`config.mk`:
```
export PLATFORM = sky130hd
export DESIGN_NAME = dfl_top
export DESIGN_NICKNAME = d
export VERILOG_FILES = /design/src/verilog/dfl_pkg.sv /design/src/verilog/dfl_sync.sv /design/src/verilog/dfl_timer.sv /design/src/verilog/dfl_top.sv
export SDC_FILE = /design/constraint.sdc
export NUM_CORES = 1
export LEC_CHECK = 0
export ABC_AREA = 1
export BUFFER_PORTS_ARGS = -buffer_cell sky130_fd_sc_hd__buf_2
export CORE_MARGIN = 2
export CORE_UTILIZATION = 45
export CTS_CLUSTER_SIZE = 20
export DETAILED_ROUTE_END_ITERATION = 10
export SLEW_MARGIN = 30
export SYNTH_ARGS = -nofsm -noshare
export SYNTH_HDL_FRONTEND = slang
export SYNTH_HIERARCHICAL = 1
export SYNTH_SLANG_ARGS = --single-unit
```
`constraint.sdc`:
```
create_clock -name core_clk_in -period 4.4 [get_ports core_clk_in]
set_input_delay 0.44 -clock core_clk_in [delete_from_list [all_inputs] [get_ports core_clk_in]]
set_output_delay 0.44 -clock core_clk_in [all_outputs]
set_load 0.01 [all_outputs]
```
`src/verilog/dfl_pkg.sv`:
```
// Constants for the drive fault latch and encoder.
// Assumes one 125 MHz core clock shared by every design file.
package dfl_pkg;
  localparam int CLK_MHZ = 125;
  localparam logic [7:0] CODE_NONE = 8'h00;
  localparam logic [7:0] CODE_OC_RUN = 8'h01;
  localparam logic [7:0] CODE_OC_DEC = 8'h02;
  localparam logic [7:0] CODE_OC_ACC = 8'h03;
  localparam logic [7:0] CODE_OC_STOP = 8'h04;
  localparam logic [7:0] CODE_OVERLOAD = 8'h05;
  localparam logic [7:0] CODE_BRAKE = 8'h06;
  localparam logic [7:0] CODE_REGEN_OV = 8'h07;
  localparam logic [7:0] CODE_PROG_MEM = 8'h08;
  localparam logic [7:0] CODE_UNDERVOLT = 8'h09;
  localparam logic [7:0] CODE_CPU1 = 8'h11;
  localparam logic [7:0] CODE_EXT = 8'h12;
  localparam logic [7:0] CODE_RESTART = 8'h13;
  localparam logic [7:0] CODE_GROUND = 8'h14;
  localparam logic [7:0] CODE_MAINS_OV = 8'h15;
  localparam logic [7:0] CODE_OVERTEMP = 8'h21;
  localparam logic [7:0] CODE_CPU2 = 8'h22;
  localparam logic [7:0] CODE_GATE_ARRAY = 8'h23;
  localparam logic [7:0] CODE_THERMISTOR = 8'h35;
  localparam logic [7:0] CODE_COMM = 8'h60;
  localparam logic [7:0] CODE_BLINK = 8'h88;
  localparam int NUM_SRC = 19;
  // Mains overvoltage shutdown delay
  localparam int MAINS_OV_DELAY_S = 100;
  localparam longint MAINS_OV_CYCLES = longint'(MAINS_OV_DELAY_S) * CLK_MHZ * 1000000;
  // Brief display of the blink pattern
  localparam int BLINK_MS = 500;
  localparam longint BLINK_CYCLES = longint'(BLINK_MS) * CLK_MHZ * 1000;
  localparam logic [1:0] ACK_RISE_STOP = 2'h0;
  localparam logic [1:0] ACK_FALL_STOP = 2'h1;
  localparam logic [1:0] ACK_RISE_ONLY = 2'h2;
  typedef enum logic [2:0] {
    DFL_IDLE = 3'h1,
    DFL_FAULT = 3'h2,
    DFL_BLINK = 3'h4
  } dfl_state_type;
endpackage

```
`src/verilog/dfl_sync.sv`:
```
// Two flip-flop synchroniser for one asynchronous level.
// Assumes the input is unrelated to clk_in.
`timescale 1ns/1ps
module dfl_sync (
  input wire logic clk_in,
  input wire logic nrst_in,
  input wire logic d_in,
  output logic q_out
);
  logic meta_reg;
  logic meta_next;
  logic sync_reg;
  logic sync_next;
  always_comb begin
    meta_next = d_in;
    sync_next = meta_reg;
  end
  always_ff @(posedge clk_in) begin
    if (!nrst_in) begin
      meta_reg <= 1'b0;
      sync_reg <= 1'b0;
    end else begin
      meta_reg <= meta_next;
      sync_reg <= sync_next;
    end
  end
  assign q_out = sync_reg;
endmodule // dfl_sync

```
`src/verilog/dfl_timer.sv`:
```
// Down counter that raises done after a loaded number of cycles.
// Assumes start is a one-cycle pulse from the same clock.
`timescale 1ns/1ps
module dfl_timer #(
  parameter int WIDTH = 40
) (
  input wire logic clk_in,
  input wire logic nrst_in,
  input wire logic start_in,
  input wire logic clear_in,
  input wire logic [WIDTH-1:0] load_in,
  output logic busy_out,
  output logic done_out
);
  logic [WIDTH-1:0] count_reg;
  logic [WIDTH-1:0] count_next;
  logic busy_reg;
  logic busy_next;
  logic done_reg;
  logic done_next;
  always_comb begin
    count_next = count_reg;
    busy_next = busy_reg;
    done_next = 1'b0;
    if (clear_in) begin
      busy_next = 1'b0;
    end else if (start_in) begin
      count_next = load_in;
      busy_next = 1'b1;
    end else if (busy_reg) begin
      if (count_reg <= {{(WIDTH-1){1'b0}}, 1'b1}) begin
        busy_next = 1'b0;
        done_next = 1'b1;
      end else begin
        count_next = count_reg - {{(WIDTH-1){1'b0}}, 1'b1};
      end
    end
  end
  always_ff @(posedge clk_in) begin
    if (!nrst_in) begin
      count_reg <= '0;
      busy_reg <= 1'b0;
      done_reg <= 1'b0;
    end else begin
      count_reg <= count_next;
      busy_reg <= busy_next;
      done_reg <= done_next;
    end
  end
  assign busy_out = busy_reg;
  assign done_out = done_reg;
endmodule // dfl_timer

```
`src/verilog/dfl_top.sv`:
```
// Fault latch and code encoder for a motor drive power stage.
// Assumes monitors on core_clk_in; pins pass through synchronisers here.
//
// Function
// Any detected fault inhibits the power output so the motor coasts.
// Fault lamp is on while a fault is latched.
// Numeric code of latched fault is presented to an attached keypad.
// Inhibit holds until acknowledged, even after the cause has gone.
// Acknowledge by keypad stop key, acknowledge input, or power cycle.
// Overcurrent codes 01 run, 02 decel, 03 accel, 04 standstill.
// Motor overload protection trip latches code 05.
// Excessive brake duty turns brake transistor off and latches code 06; code does so only if present when a fault latches.
// Regenerative overvoltage latches code 07.
// Internal DC undervoltage latches code 09.
// Processor faults latch code 11, or 22 for the second supervisor.
// Active external fault input latches code 12.
// Power-up or supply return with restart guard active latches code 13.
// Ground fault on any output phase latches code 14.
// Mains overvoltage latches code 15 and shuts down about 100 s later; code starts the timer only on a latch from idle, not from blink.
// Power stage overtemperature latches code 21.
// Gate array link error latches code 23 and kills switching at once; code does so only if present when a fault latches.
// External thermistor resistance too high latches code 35.
// Serial supervision timeout latches code 60.
// Brief undervoltage switches outputs off and shows 888 only briefly.
// Program memory fault latches code 08.
// Ack edge select: 00 rise clears and stops, 01 fall, 02 rise clears.
// External fault stays latched after its input is released.
// First latched fault code is kept until acknowledgement.
// Acknowledge is ignored while the causing condition is still present.
`timescale 1ns/1ps
module dfl_top #(
  parameter longint MAINS_OV_CYCLES = dfl_pkg::MAINS_OV_CYCLES,
  parameter longint BLINK_CYCLES = dfl_pkg::BLINK_CYCLES
) (
  input wire logic core_clk_in,
  input wire logic nrst_in,
  input wire logic overcurrent_in,
  input wire logic accelerating_in,
  input wire logic decelerating_in,
  input wire logic standstill_in,
  input wire logic overload_trip_in,
  input wire logic brake_duty_excess_in,
  input wire logic regen_overvolt_in,
  input wire logic prog_mem_fault_in,
  input wire logic dc_undervolt_in,
  input wire logic cpu1_fault_in,
  input wire logic cpu2_fault_in,
  input wire logic ground_fault_in,
  input wire logic mains_overvolt_in,
  input wire logic overtemp_in,
  input wire logic gate_array_err_in,
  input wire logic comm_timeout_in,
  input wire logic brief_undervolt_in,
  input wire logic supply_return_in,
  input wire logic external_fault_input_in,
  input wire logic restart_guard_input_in,
  input wire logic thermistor_input_in,
  input wire logic ack_input_in,
  input wire logic keypad_present_in,
  input wire logic keypad_stop_in,
  input wire logic [1:0] ack_edge_select_in,
  output logic inhibit_out,
  output logic switching_kill_out,
  output logic brake_enable_out,
  output logic fault_lamp_out,
  output logic fault_latched_out,
  output logic [7:0] keypad_code_out,
  output logic keypad_code_valid_out,
  output logic stop_request_out,
  output logic mains_shutdown_out
);
  localparam int N = dfl_pkg::NUM_SRC;
  localparam int TW = 40;

  logic ext_s;
  logic guard_s;
  logic therm_s;
  logic ack_s;
  logic stop_s;

  dfl_sync u_sync_ext (.clk_in(core_clk_in), .nrst_in(nrst_in),
    .d_in(external_fault_input_in), .q_out(ext_s));
  dfl_sync u_sync_guard (.clk_in(core_clk_in), .nrst_in(nrst_in),
    .d_in(restart_guard_input_in), .q_out(guard_s));
  dfl_sync u_sync_therm (.clk_in(core_clk_in), .nrst_in(nrst_in),
    .d_in(thermistor_input_in), .q_out(therm_s));
  dfl_sync u_sync_ack (.clk_in(core_clk_in), .nrst_in(nrst_in),
    .d_in(ack_input_in), .q_out(ack_s));
  dfl_sync u_sync_stop (.clk_in(core_clk_in), .nrst_in(nrst_in),
    .d_in(keypad_stop_in), .q_out(stop_s));

  // Power-up marker: low until the guard synchroniser output has settled
  logic [2:0] powered_reg;
  logic [2:0] powered_next;
  logic ack_d_reg;
  logic ack_d_next;
  logic stop_d_reg;
  logic stop_d_next;

  // Fault condition vector, priority by index (lowest wins within one cycle)
  logic [N-1:0] cond;
  logic [7:0] codes [N];
  logic restart_cond;

  always_comb begin
    restart_cond = guard_s && (supply_return_in || !powered_reg[2]);
    cond[0] = gate_array_err_in;
    cond[1] = prog_mem_fault_in;
    cond[2] = cpu1_fault_in;
    cond[3] = cpu2_fault_in;
    cond[4] = ground_fault_in;
    cond[5] = overcurrent_in;
    cond[6] = regen_overvolt_in;
    cond[7] = mains_overvolt_in;
    cond[8] = overload_trip_in;
    cond[9] = brake_duty_excess_in;
    cond[10] = dc_undervolt_in;
    cond[11] = overtemp_in;
    cond[12] = therm_s;
    cond[13] = ext_s;
    cond[14] = restart_cond;
    cond[15] = comm_timeout_in;
    cond[16] = 1'b0;
    cond[17] = 1'b0;
    cond[18] = 1'b0;
  end

  always_comb begin
    codes[0] = dfl_pkg::CODE_GATE_ARRAY;
    codes[1] = dfl_pkg::CODE_PROG_MEM;
    codes[2] = dfl_pkg::CODE_CPU1;
    codes[3] = dfl_pkg::CODE_CPU2;
    codes[4] = dfl_pkg::CODE_GROUND;
    // Overcurrent code follows the operating state
    if (decelerating_in) begin
      codes[5] = dfl_pkg::CODE_OC_DEC;
    end else if (accelerating_in) begin
      codes[5] = dfl_pkg::CODE_OC_ACC;
    end else if (standstill_in) begin
      codes[5] = dfl_pkg::CODE_OC_STOP;
    end else begin
      codes[5] = dfl_pkg::CODE_OC_RUN;
    end
    codes[6] = dfl_pkg::CODE_REGEN_OV;
    codes[7] = dfl_pkg::CODE_MAINS_OV;
    codes[8] = dfl_pkg::CODE_OVERLOAD;
    codes[9] = dfl_pkg::CODE_BRAKE;
    codes[10] = dfl_pkg::CODE_UNDERVOLT;
    codes[11] = dfl_pkg::CODE_OVERTEMP;
    codes[12] = dfl_pkg::CODE_THERMISTOR;
    codes[13] = dfl_pkg::CODE_EXT;
    codes[14] = dfl_pkg::CODE_RESTART;
    codes[15] = dfl_pkg::CODE_COMM;
    codes[16] = dfl_pkg::CODE_NONE;
    codes[17] = dfl_pkg::CODE_NONE;
    codes[18] = dfl_pkg::CODE_NONE;
  end

  logic any_cond;
  logic [7:0] first_code;
  logic [4:0] first_idx;
  always_comb begin
    any_cond = |cond;
    first_code = dfl_pkg::CODE_NONE;
    first_idx = 5'h00;
    for (int i = N - 1; i >= 0; i--) begin
      if (cond[i]) begin
        first_code = codes[i];
        first_idx = 5'(i);
      end
    end
  end

  // Acknowledge edge detection
  logic ack_rise;
  logic ack_fall;
  logic stop_press;
  logic ack_event;
  logic ack_stops;
  always_comb begin
    ack_rise = ack_s && !ack_d_reg;
    ack_fall = !ack_s && ack_d_reg;
    stop_press = keypad_present_in && stop_s && !stop_d_reg;
    ack_stops = 1'b0;
    case (ack_edge_select_in)
      dfl_pkg::ACK_RISE_STOP: begin
        ack_event = ack_rise;
        ack_stops = ack_rise;
      end
      dfl_pkg::ACK_FALL_STOP: begin
        ack_event = ack_fall;
        ack_stops = ack_fall;
      end
      dfl_pkg::ACK_RISE_ONLY: begin
        ack_event = ack_rise;
      end
      default: begin
        ack_event = ack_rise;
        ack_stops = ack_rise;
      end
    endcase
    ack_event = ack_event || stop_press;
  end

  dfl_pkg::dfl_state_type state_reg;
  dfl_pkg::dfl_state_type state_next;
  logic [7:0] code_reg;
  logic [7:0] code_next;
  logic [4:0] idx_reg;
  logic [4:0] idx_next;
  logic stop_req_reg;
  logic stop_req_next;
  logic brake_off_reg;
  logic brake_off_next;
  logic kill_reg;
  logic kill_next;
  logic blink_start;
  logic blink_busy;
  logic ov_start;
  logic ov_done;
  logic shut_reg;
  logic shut_next;

  always_comb begin
    state_next = state_reg;
    code_next = code_reg;
    idx_next = idx_reg;
    stop_req_next = 1'b0;
    brake_off_next = brake_off_reg;
    kill_next = kill_reg;
    blink_start = 1'b0;
    powered_next = {powered_reg[1:0], 1'b1};
    ack_d_next = ack_s;
    stop_d_next = stop_s;
    shut_next = shut_reg || ov_done;
    case (state_reg)
      dfl_pkg::DFL_IDLE: begin
        if (any_cond) begin
          state_next = dfl_pkg::DFL_FAULT;
          code_next = first_code;
          idx_next = first_idx;
          brake_off_next = cond[9];
          kill_next = cond[0];
        end else if (brief_undervolt_in) begin
          state_next = dfl_pkg::DFL_BLINK;
          blink_start = 1'b1;
        end
      end
      dfl_pkg::DFL_FAULT: begin
        // Held regardless of cause; new causes do not overwrite code
        if (ack_event && !cond[idx_reg]) begin
          state_next = dfl_pkg::DFL_IDLE;
          code_next = dfl_pkg::CODE_NONE;
          brake_off_next = 1'b0;
          kill_next = 1'b0;
          shut_next = ov_done;
          stop_req_next = ack_stops || stop_press;
        end
      end
      dfl_pkg::DFL_BLINK: begin
        if (any_cond) begin
          state_next = dfl_pkg::DFL_FAULT;
          code_next = first_code;
          idx_next = first_idx;
          brake_off_next = cond[9];
          kill_next = cond[0];
        end else if (!blink_busy && !brief_undervolt_in) begin
          state_next = dfl_pkg::DFL_IDLE;
        end
      end
      default: begin
        state_next = dfl_pkg::DFL_FAULT;
        code_next = dfl_pkg::CODE_NONE;
      end
    endcase
  end

  assign ov_start = state_reg == dfl_pkg::DFL_IDLE && any_cond && first_idx == 5'h07;

  always_ff @(posedge core_clk_in) begin
    if (!nrst_in) begin
      state_reg <= dfl_pkg::DFL_IDLE;
      code_reg <= dfl_pkg::CODE_NONE;
      idx_reg <= 5'h00;
      stop_req_reg <= 1'b0;
      brake_off_reg <= 1'b0;
      kill_reg <= 1'b0;
      powered_reg <= 3'h0;
      ack_d_reg <= 1'b0;
      stop_d_reg <= 1'b0;
      shut_reg <= 1'b0;
    end else begin
      state_reg <= state_next;
      code_reg <= code_next;
      idx_reg <= idx_next;
      stop_req_reg <= stop_req_next;
      brake_off_reg <= brake_off_next;
      kill_reg <= kill_next;
      powered_reg <= powered_next;
      ack_d_reg <= ack_d_next;
      stop_d_reg <= stop_d_next;
      shut_reg <= shut_next;
    end
  end

  dfl_timer #(.WIDTH(TW)) u_blink (
    .clk_in(core_clk_in),
    .nrst_in(nrst_in),
    .start_in(blink_start),
    .clear_in(1'b0),
    .load_in(TW'(BLINK_CYCLES)),
    .busy_out(blink_busy),
    .done_out()
  );

  dfl_timer #(.WIDTH(TW)) u_mains_ov (
    .clk_in(core_clk_in),
    .nrst_in(nrst_in),
    .start_in(ov_start),
    .clear_in(state_reg == dfl_pkg::DFL_IDLE && !any_cond),
    .load_in(TW'(MAINS_OV_CYCLES)),
    .busy_out(),
    .done_out(ov_done)
  );

  logic faulted;
  assign faulted = state_reg == dfl_pkg::DFL_FAULT;
  assign inhibit_out = faulted || state_reg == dfl_pkg::DFL_BLINK;
  assign switching_kill_out = kill_reg;
  assign brake_enable_out = !brake_off_reg;
  assign fault_lamp_out = faulted;
  assign fault_latched_out = faulted;
  assign keypad_code_out = state_reg == dfl_pkg::DFL_BLINK ? dfl_pkg::CODE_BLINK : code_reg;
  assign keypad_code_valid_out = keypad_present_in && !(state_reg == dfl_pkg::DFL_IDLE);
  assign stop_request_out = stop_req_reg;
  assign mains_shutdown_out = shut_reg;
endmodule // dfl_top

```
* After elaboration in Yosys (flattened, before gate mapping)
Cells that the tools add are included.
** Word-level totals
- Flip-flop bits (word level) :: 118
- Output and inout bits :: 16
- Word-level logic and storage cells :: 163
- Input port bits :: 28
** Cells by class
- Eq/ne operators :: 12
- Reduce and logical (&&, ||, !) cells :: 42
- Order comparisons :: 3
- Muxes and demuxes :: 73
- Bitwise gates (word level) :: 4
- Add/sub/neg operators :: 2
** Operators by type and width (count)
- $mux W8 :: 18
- $mux W40 :: 3
- $le A40 B1 Y1 const B :: 2
- $sub A40 B1 Y40 const B :: 2
- $mux W26 :: 3
- $mux W5 :: 15
- $mux W3 :: 8
- $mux W1 :: 18
- $pmux W8 S2 :: 1
- $reduce_or A16 Y1 :: 1
- $reduce_and A3 Y1 :: 4
- $logic_and A1 B1 Y1 :: 11
- $logic_not A1 Y1 :: 10
- $pmux W3 S3 :: 1
- $reduce_and A2 Y1 :: 4
- $mux W7 :: 1
- $lt A5 B6 Y1 const B :: 1
- $ne A3 B3 Y1 const B :: 2
- $pmux W1 S2 :: 3
- $reduce_bool A2 Y1 :: 3
- $reduce_or A2 Y1 :: 3
- $bmux W1 S5 :: 1
- $eq A5 B3 Y1 const B :: 1
- $logic_or A1 B1 Y1 :: 5
- 10 further kinds :: 15

* Depth between registers and ports, before layout
- Depth after elaboration :: 22
- Gate-level depth with buffers :: 26

* Modules after synthesis
Netlist, hierarchy kept.
** By module, submodules not included
- dfl_timer at u_mains_ov :: cells each 614, sequential area each 840.8 sq um, times used 1, area each 3415.8 sq um
- dfl_timer at u_blink :: cells each 634, sequential area each 840.8 sq um, times used 1, area each 3405.8 sq um
- dfl_top :: cells each 271, sequential area each 460.4 sq um, times used 1, area each 1641.6 sq um
- dfl_sync :: cells each 6, sequential area each 40.0 sq um, times used 5, area each 55.1 sq um

* Worst setup path after synthesis
No wires, ideal clock.
- Path type :: input -> register
- Start point :: input supply_return_in
- End point :: register u_mains_ov.count_reg[30]
- Data required time :: 4.291 ns
- Path buffers :: 2
- Arrival :: 2.448 ns
- Path slack :: 1.843 ns
- Stages :: 17
- Setup time :: 0.109 ns
- Cell sequence :: inv_1 > nand2_1 > nand2_1 > nand3_2 > o31ai_1 > nand3_1 > or2_0 > nor2_1 > inv_2 > a21oi_2 > inv_1 > a21oi_4 > buf_6 > buf_6 > nand3_1 > nand2_1 > inv_1
** Between the ends
- Cells in the longest elaborated chain, start to end :: 21
** RTL lines
- from (decl) :: line dfl_top.sv:54 : input wire logic supply_return_in,
- $logic_or A1 B1 Y1 * :: line dfl_top.sv:106 : restart_cond = guard_s && (supply_return_in || !powered_reg[2]);
- $logic_and A1 B1 Y1 * :: line dfl_top.sv:106
- $mux W5 (15 in a row) :: line dfl_top.sv:167 : if (cond[i]) begin
- $eq A5 B3 Y1 :: line dfl_top.sv:278 : assign ov_start = state_reg == dfl_pkg::DFL_IDLE && any_cond && first_idx == 5'h07;
- $logic_and A1 B1 Y1 * :: line dfl_top.sv:278
- net ov_start :: line dfl_top.sv:219 : logic ov_start;
- $ne A2 B2 Y1 (no source line) / $reduce_bool A2 Y1 (equally long branches)
- $reduce_and A3 Y1 (no source line)
- to (signal assigned) :: line dfl_timer.sv:45 : count_reg <= count_next;
- to (decl) :: line dfl_timer.sv:15 : logic [WIDTH-1:0] count_reg;
The timed path passes the listed nets; every way through them passes the cells marked *.
A chain may end at the register's enable or synchronous reset.

* Final worst setup path
- Start point :: register u_sync_ext.sync_reg (netlist: u_sync_ext/q_out)
- End point :: register u_mains_ov.count_reg[2]
** Between the ends
- Cells in the longest elaborated chain, start to end :: 18
** RTL lines
- from (decl) :: line dfl_sync.sv:12 : logic sync_reg;
- from (signal assigned) :: line dfl_sync.sv:24 : sync_reg <= sync_next;
- $mux W5 (14 in a row) :: line dfl_top.sv:167
- $eq A5 B3 Y1 :: line dfl_top.sv:278
- $logic_and A1 B1 Y1 * :: line dfl_top.sv:278
- net ov_start :: line dfl_top.sv:219
- $ne A2 B2 Y1 (no source line) / $reduce_bool A2 Y1 (equally long branches)
- $reduce_and A3 Y1 (no source line)
Marks and branches as above.

==> key figures <==
Finish
  • Register area: 0.00232 mm^2
  • Area grow syn2layout: 13.7%
  • Cell Count, Final, Fillers Out: 1928
  • Layout cells sized above 1: 8.99%
  • Fillers: 2057
  • # diodes: 0
  • Nets: 1688
  • Multi-input logic area: 0.00562 mm^2

Worst setup path
  • FF-to-FF setup slack: 1.19 ns
  • RR Endpoint: u_mains_ov/count_reg[2]
  • CP delay by family, top: compound AO/OA/AOI/OAI gates
  • Worst-path cell chain: nor2_1, nand3_2, o31ai_1, nand3_1, or2_0, nor2_4, inv_2, a21oi_2, inv_1, a21oi_4, buf_4, nand2_1, a21oi_1
  • Crit Path Max Fanout: 28
  • Slowest stage cell, crit path: a21oi_4
  • CP bufs+invs: 3
  • CP Capture Point: u_mains_ov/count_reg[2]
  • Number of cells on the critical path: 13
  • Worst Setup SP: u_sync_ext/q_out
  • Setup crit end kind: flip-flop
  • Worst Setup Start Kind: flip-flop
  • Required time worst endpoint: 4.73 ns
  • Crit path arrival time: 3.54 ns
  • CP peak stage delay: 0.59 ns
  • Reg2reg start: u_sync_ext/q_out
  • Setup Crit Path Kind: flip-flop to flip-flop
  • Worst reg2reg path depth: 13

Placement
  • Gpl congestion: 0.890
  • I/O Buffers: 43
  • Post-DP HPWL: 17600 um
  • Placed insts: 1896

Power and ir drop
  • Power per cell area: 260 mW/mm^2
  • Static Leak: 5.47 nW
  • Maximum vdd drop: 0.000228 V

Drt
  • Final WL: 24400 um
  • Final ANT Viol Nets: 0
  • Remaining DRCs: 0
  • Via/cell ratio: 4.74
  • Router iterations before antenna repair: 5
  • Starting DRT DRC Count: 672
  • Via count: 9144
  • Wire per inst: 12.7 um

Clock tree
  • Root Driver: clkbuf_16
  • CTS Sinks: 116
  • Total setup buffers inserted after CTS: 0
  • CTS tree: built
  • Cts repair resizes: 0
  • # hold bufs at CTS: 0
  • CTS Buffer Depth: 2
  • Clk Latency, worst-skew pair: 0.42 ns
  • H-tree lvl count: 4
  • Reg clk slew, reported paths: 0.06 ns
  • TritonCTS Buffers: 17

Die
  • Die H: 143 um
  • # rows: 50
  • Die W: 143 um
  • Die area: 0.0205 mm^2
  • Starting Density: 46.3%
  • Core area: 0.0188 mm^2
  • Top Ports: 44

STA
  • Worst slew margin: 42.7%
  • Worst Max-Slew Pin Slew: 0.858 ns
  • RSZ-0062 raised after global routing: false
  • Slew Viols, Final: 0
  • Final setup viols: 0
  • Final period util: 72.9%
  • Tmin final: 3.21 ns
  • Highest clock rate: 312 MHz
  • Fin. Hold Viols: 0
  • Fin Setup TNS: 0 ns
  • Worst Skew: 0.0107 ns

Logic synthesis
  • Syn_area_per_cell: 5.63 um^2
  • Synth warn: 6
  • Mapped Cells: 1547
  • Area of the mapped netlist: 0.00871 mm^2

GRT
  • All-Layer GR Usage: 25.1%
  • Vias in the first global route: 8257
  • Pin count of the biggest net entering global routing: 47
  • Grt total ovfl: 0
  • First-pass GRT wire length: 40800 um
  • Initial antenna violation count: 0

Min path
  • Worst hold path type: primary input to flip-flop

Status
  • Status: finished, final reports clean

Job
  • Max-cap violation count: 0
## cell usage in the layout, fill, tap and decap left out, drive strengths merged, types with 2 or more instances in the layout
cell and n:
a21oi 81, a31oi 6, buf 50, clkbuf 17, clkinv 3, clkinvlp 3, conb 81, dfxtp 116
ha 5, inv 225, nand2 502, nand3 124, nand4 10, nor2 324, nor3 7, nor4 2
o211ai 3, o21ai 92, o21bai 3, or2 3, xnor2 3, xor2 2
## per-stage QoR
| stage | hold slack (ns) | utilization, % | cell area, um^2 | power, mW | setup WS [ns] |
|---|---|---|---|---|---|
| floorplan | 0.390 | - | 9010 | 1.21 | 1.84 |
| global placement | 0.396 | 49.6 | 9340 | 1.27 | 1.06 |
| detailed placement | 0.399 | 49.6 | 9340 | 1.27 | 0.993 |
| CTS | 0.181 | 52.6 | 9910 | 2.62 | 1.21 |
| global route | 0.185 | 52.6 | 9910 | 2.68 | 0.844 |
| finish | 0.200 | 52.6 | 9910 | 2.58 | 1.19 |
## tightest hold or removal path: cells and delay by family
family	cells	cell delay (ns)
simple gates	1	0.04
buf+inv	2	0.11
## where the power goes
part / switching, mW / total (mW) / internal, mW
Combinational: 0.115 / 0.166 / 0.0507
Clock: 0.585 / 1.33 / 0.746
Sequential: 0.0131 / 1.08 / 1.07
Total: 0.713 / 2.58 / 1.86
## metal layers
layer,routed length (um),share of wire [%],vias to the layer above,GRT usage (%)
li1,-,-,4936,-
met1,11500,47,3986,32.6
met2,11400,47,193,42.5
met3,988,4.0,29,4.02
met4,582,2.4,0,7.76
met5,0,0,-,0
## cell type report
type	count	area share [%]
well taps	260	3.28
multi-input cells	1254	56.7
clock inverters	15	1.39
inverters	216	8.18
repair buffers	50	2.70
clock buffers	17	4.29
flip-flops and latches	116	23.4
## worst min-delay path by stage
stage                            from               endpoint  slack, ns  cells after the start
6_report       restart_guard_input_in  u_sync_guard/meta_reg       0.20                      3
5_1_grt                keypad_stop_in   u_sync_stop/meta_reg       0.18                      3
4_1_cts           thermistor_input_in  u_sync_therm/meta_reg       0.18                      3
3_5_place_dp           powered_reg[0]         powered_reg[1]       0.40                      2
3_3_place_gp     u_sync_stop/meta_reg      u_sync_stop/q_out       0.40                      2
2_1_floorplan     u_sync_ack/meta_reg       u_sync_ack/q_out       0.39                      2
Note: power is estimated with default switching activity, not from simulation.
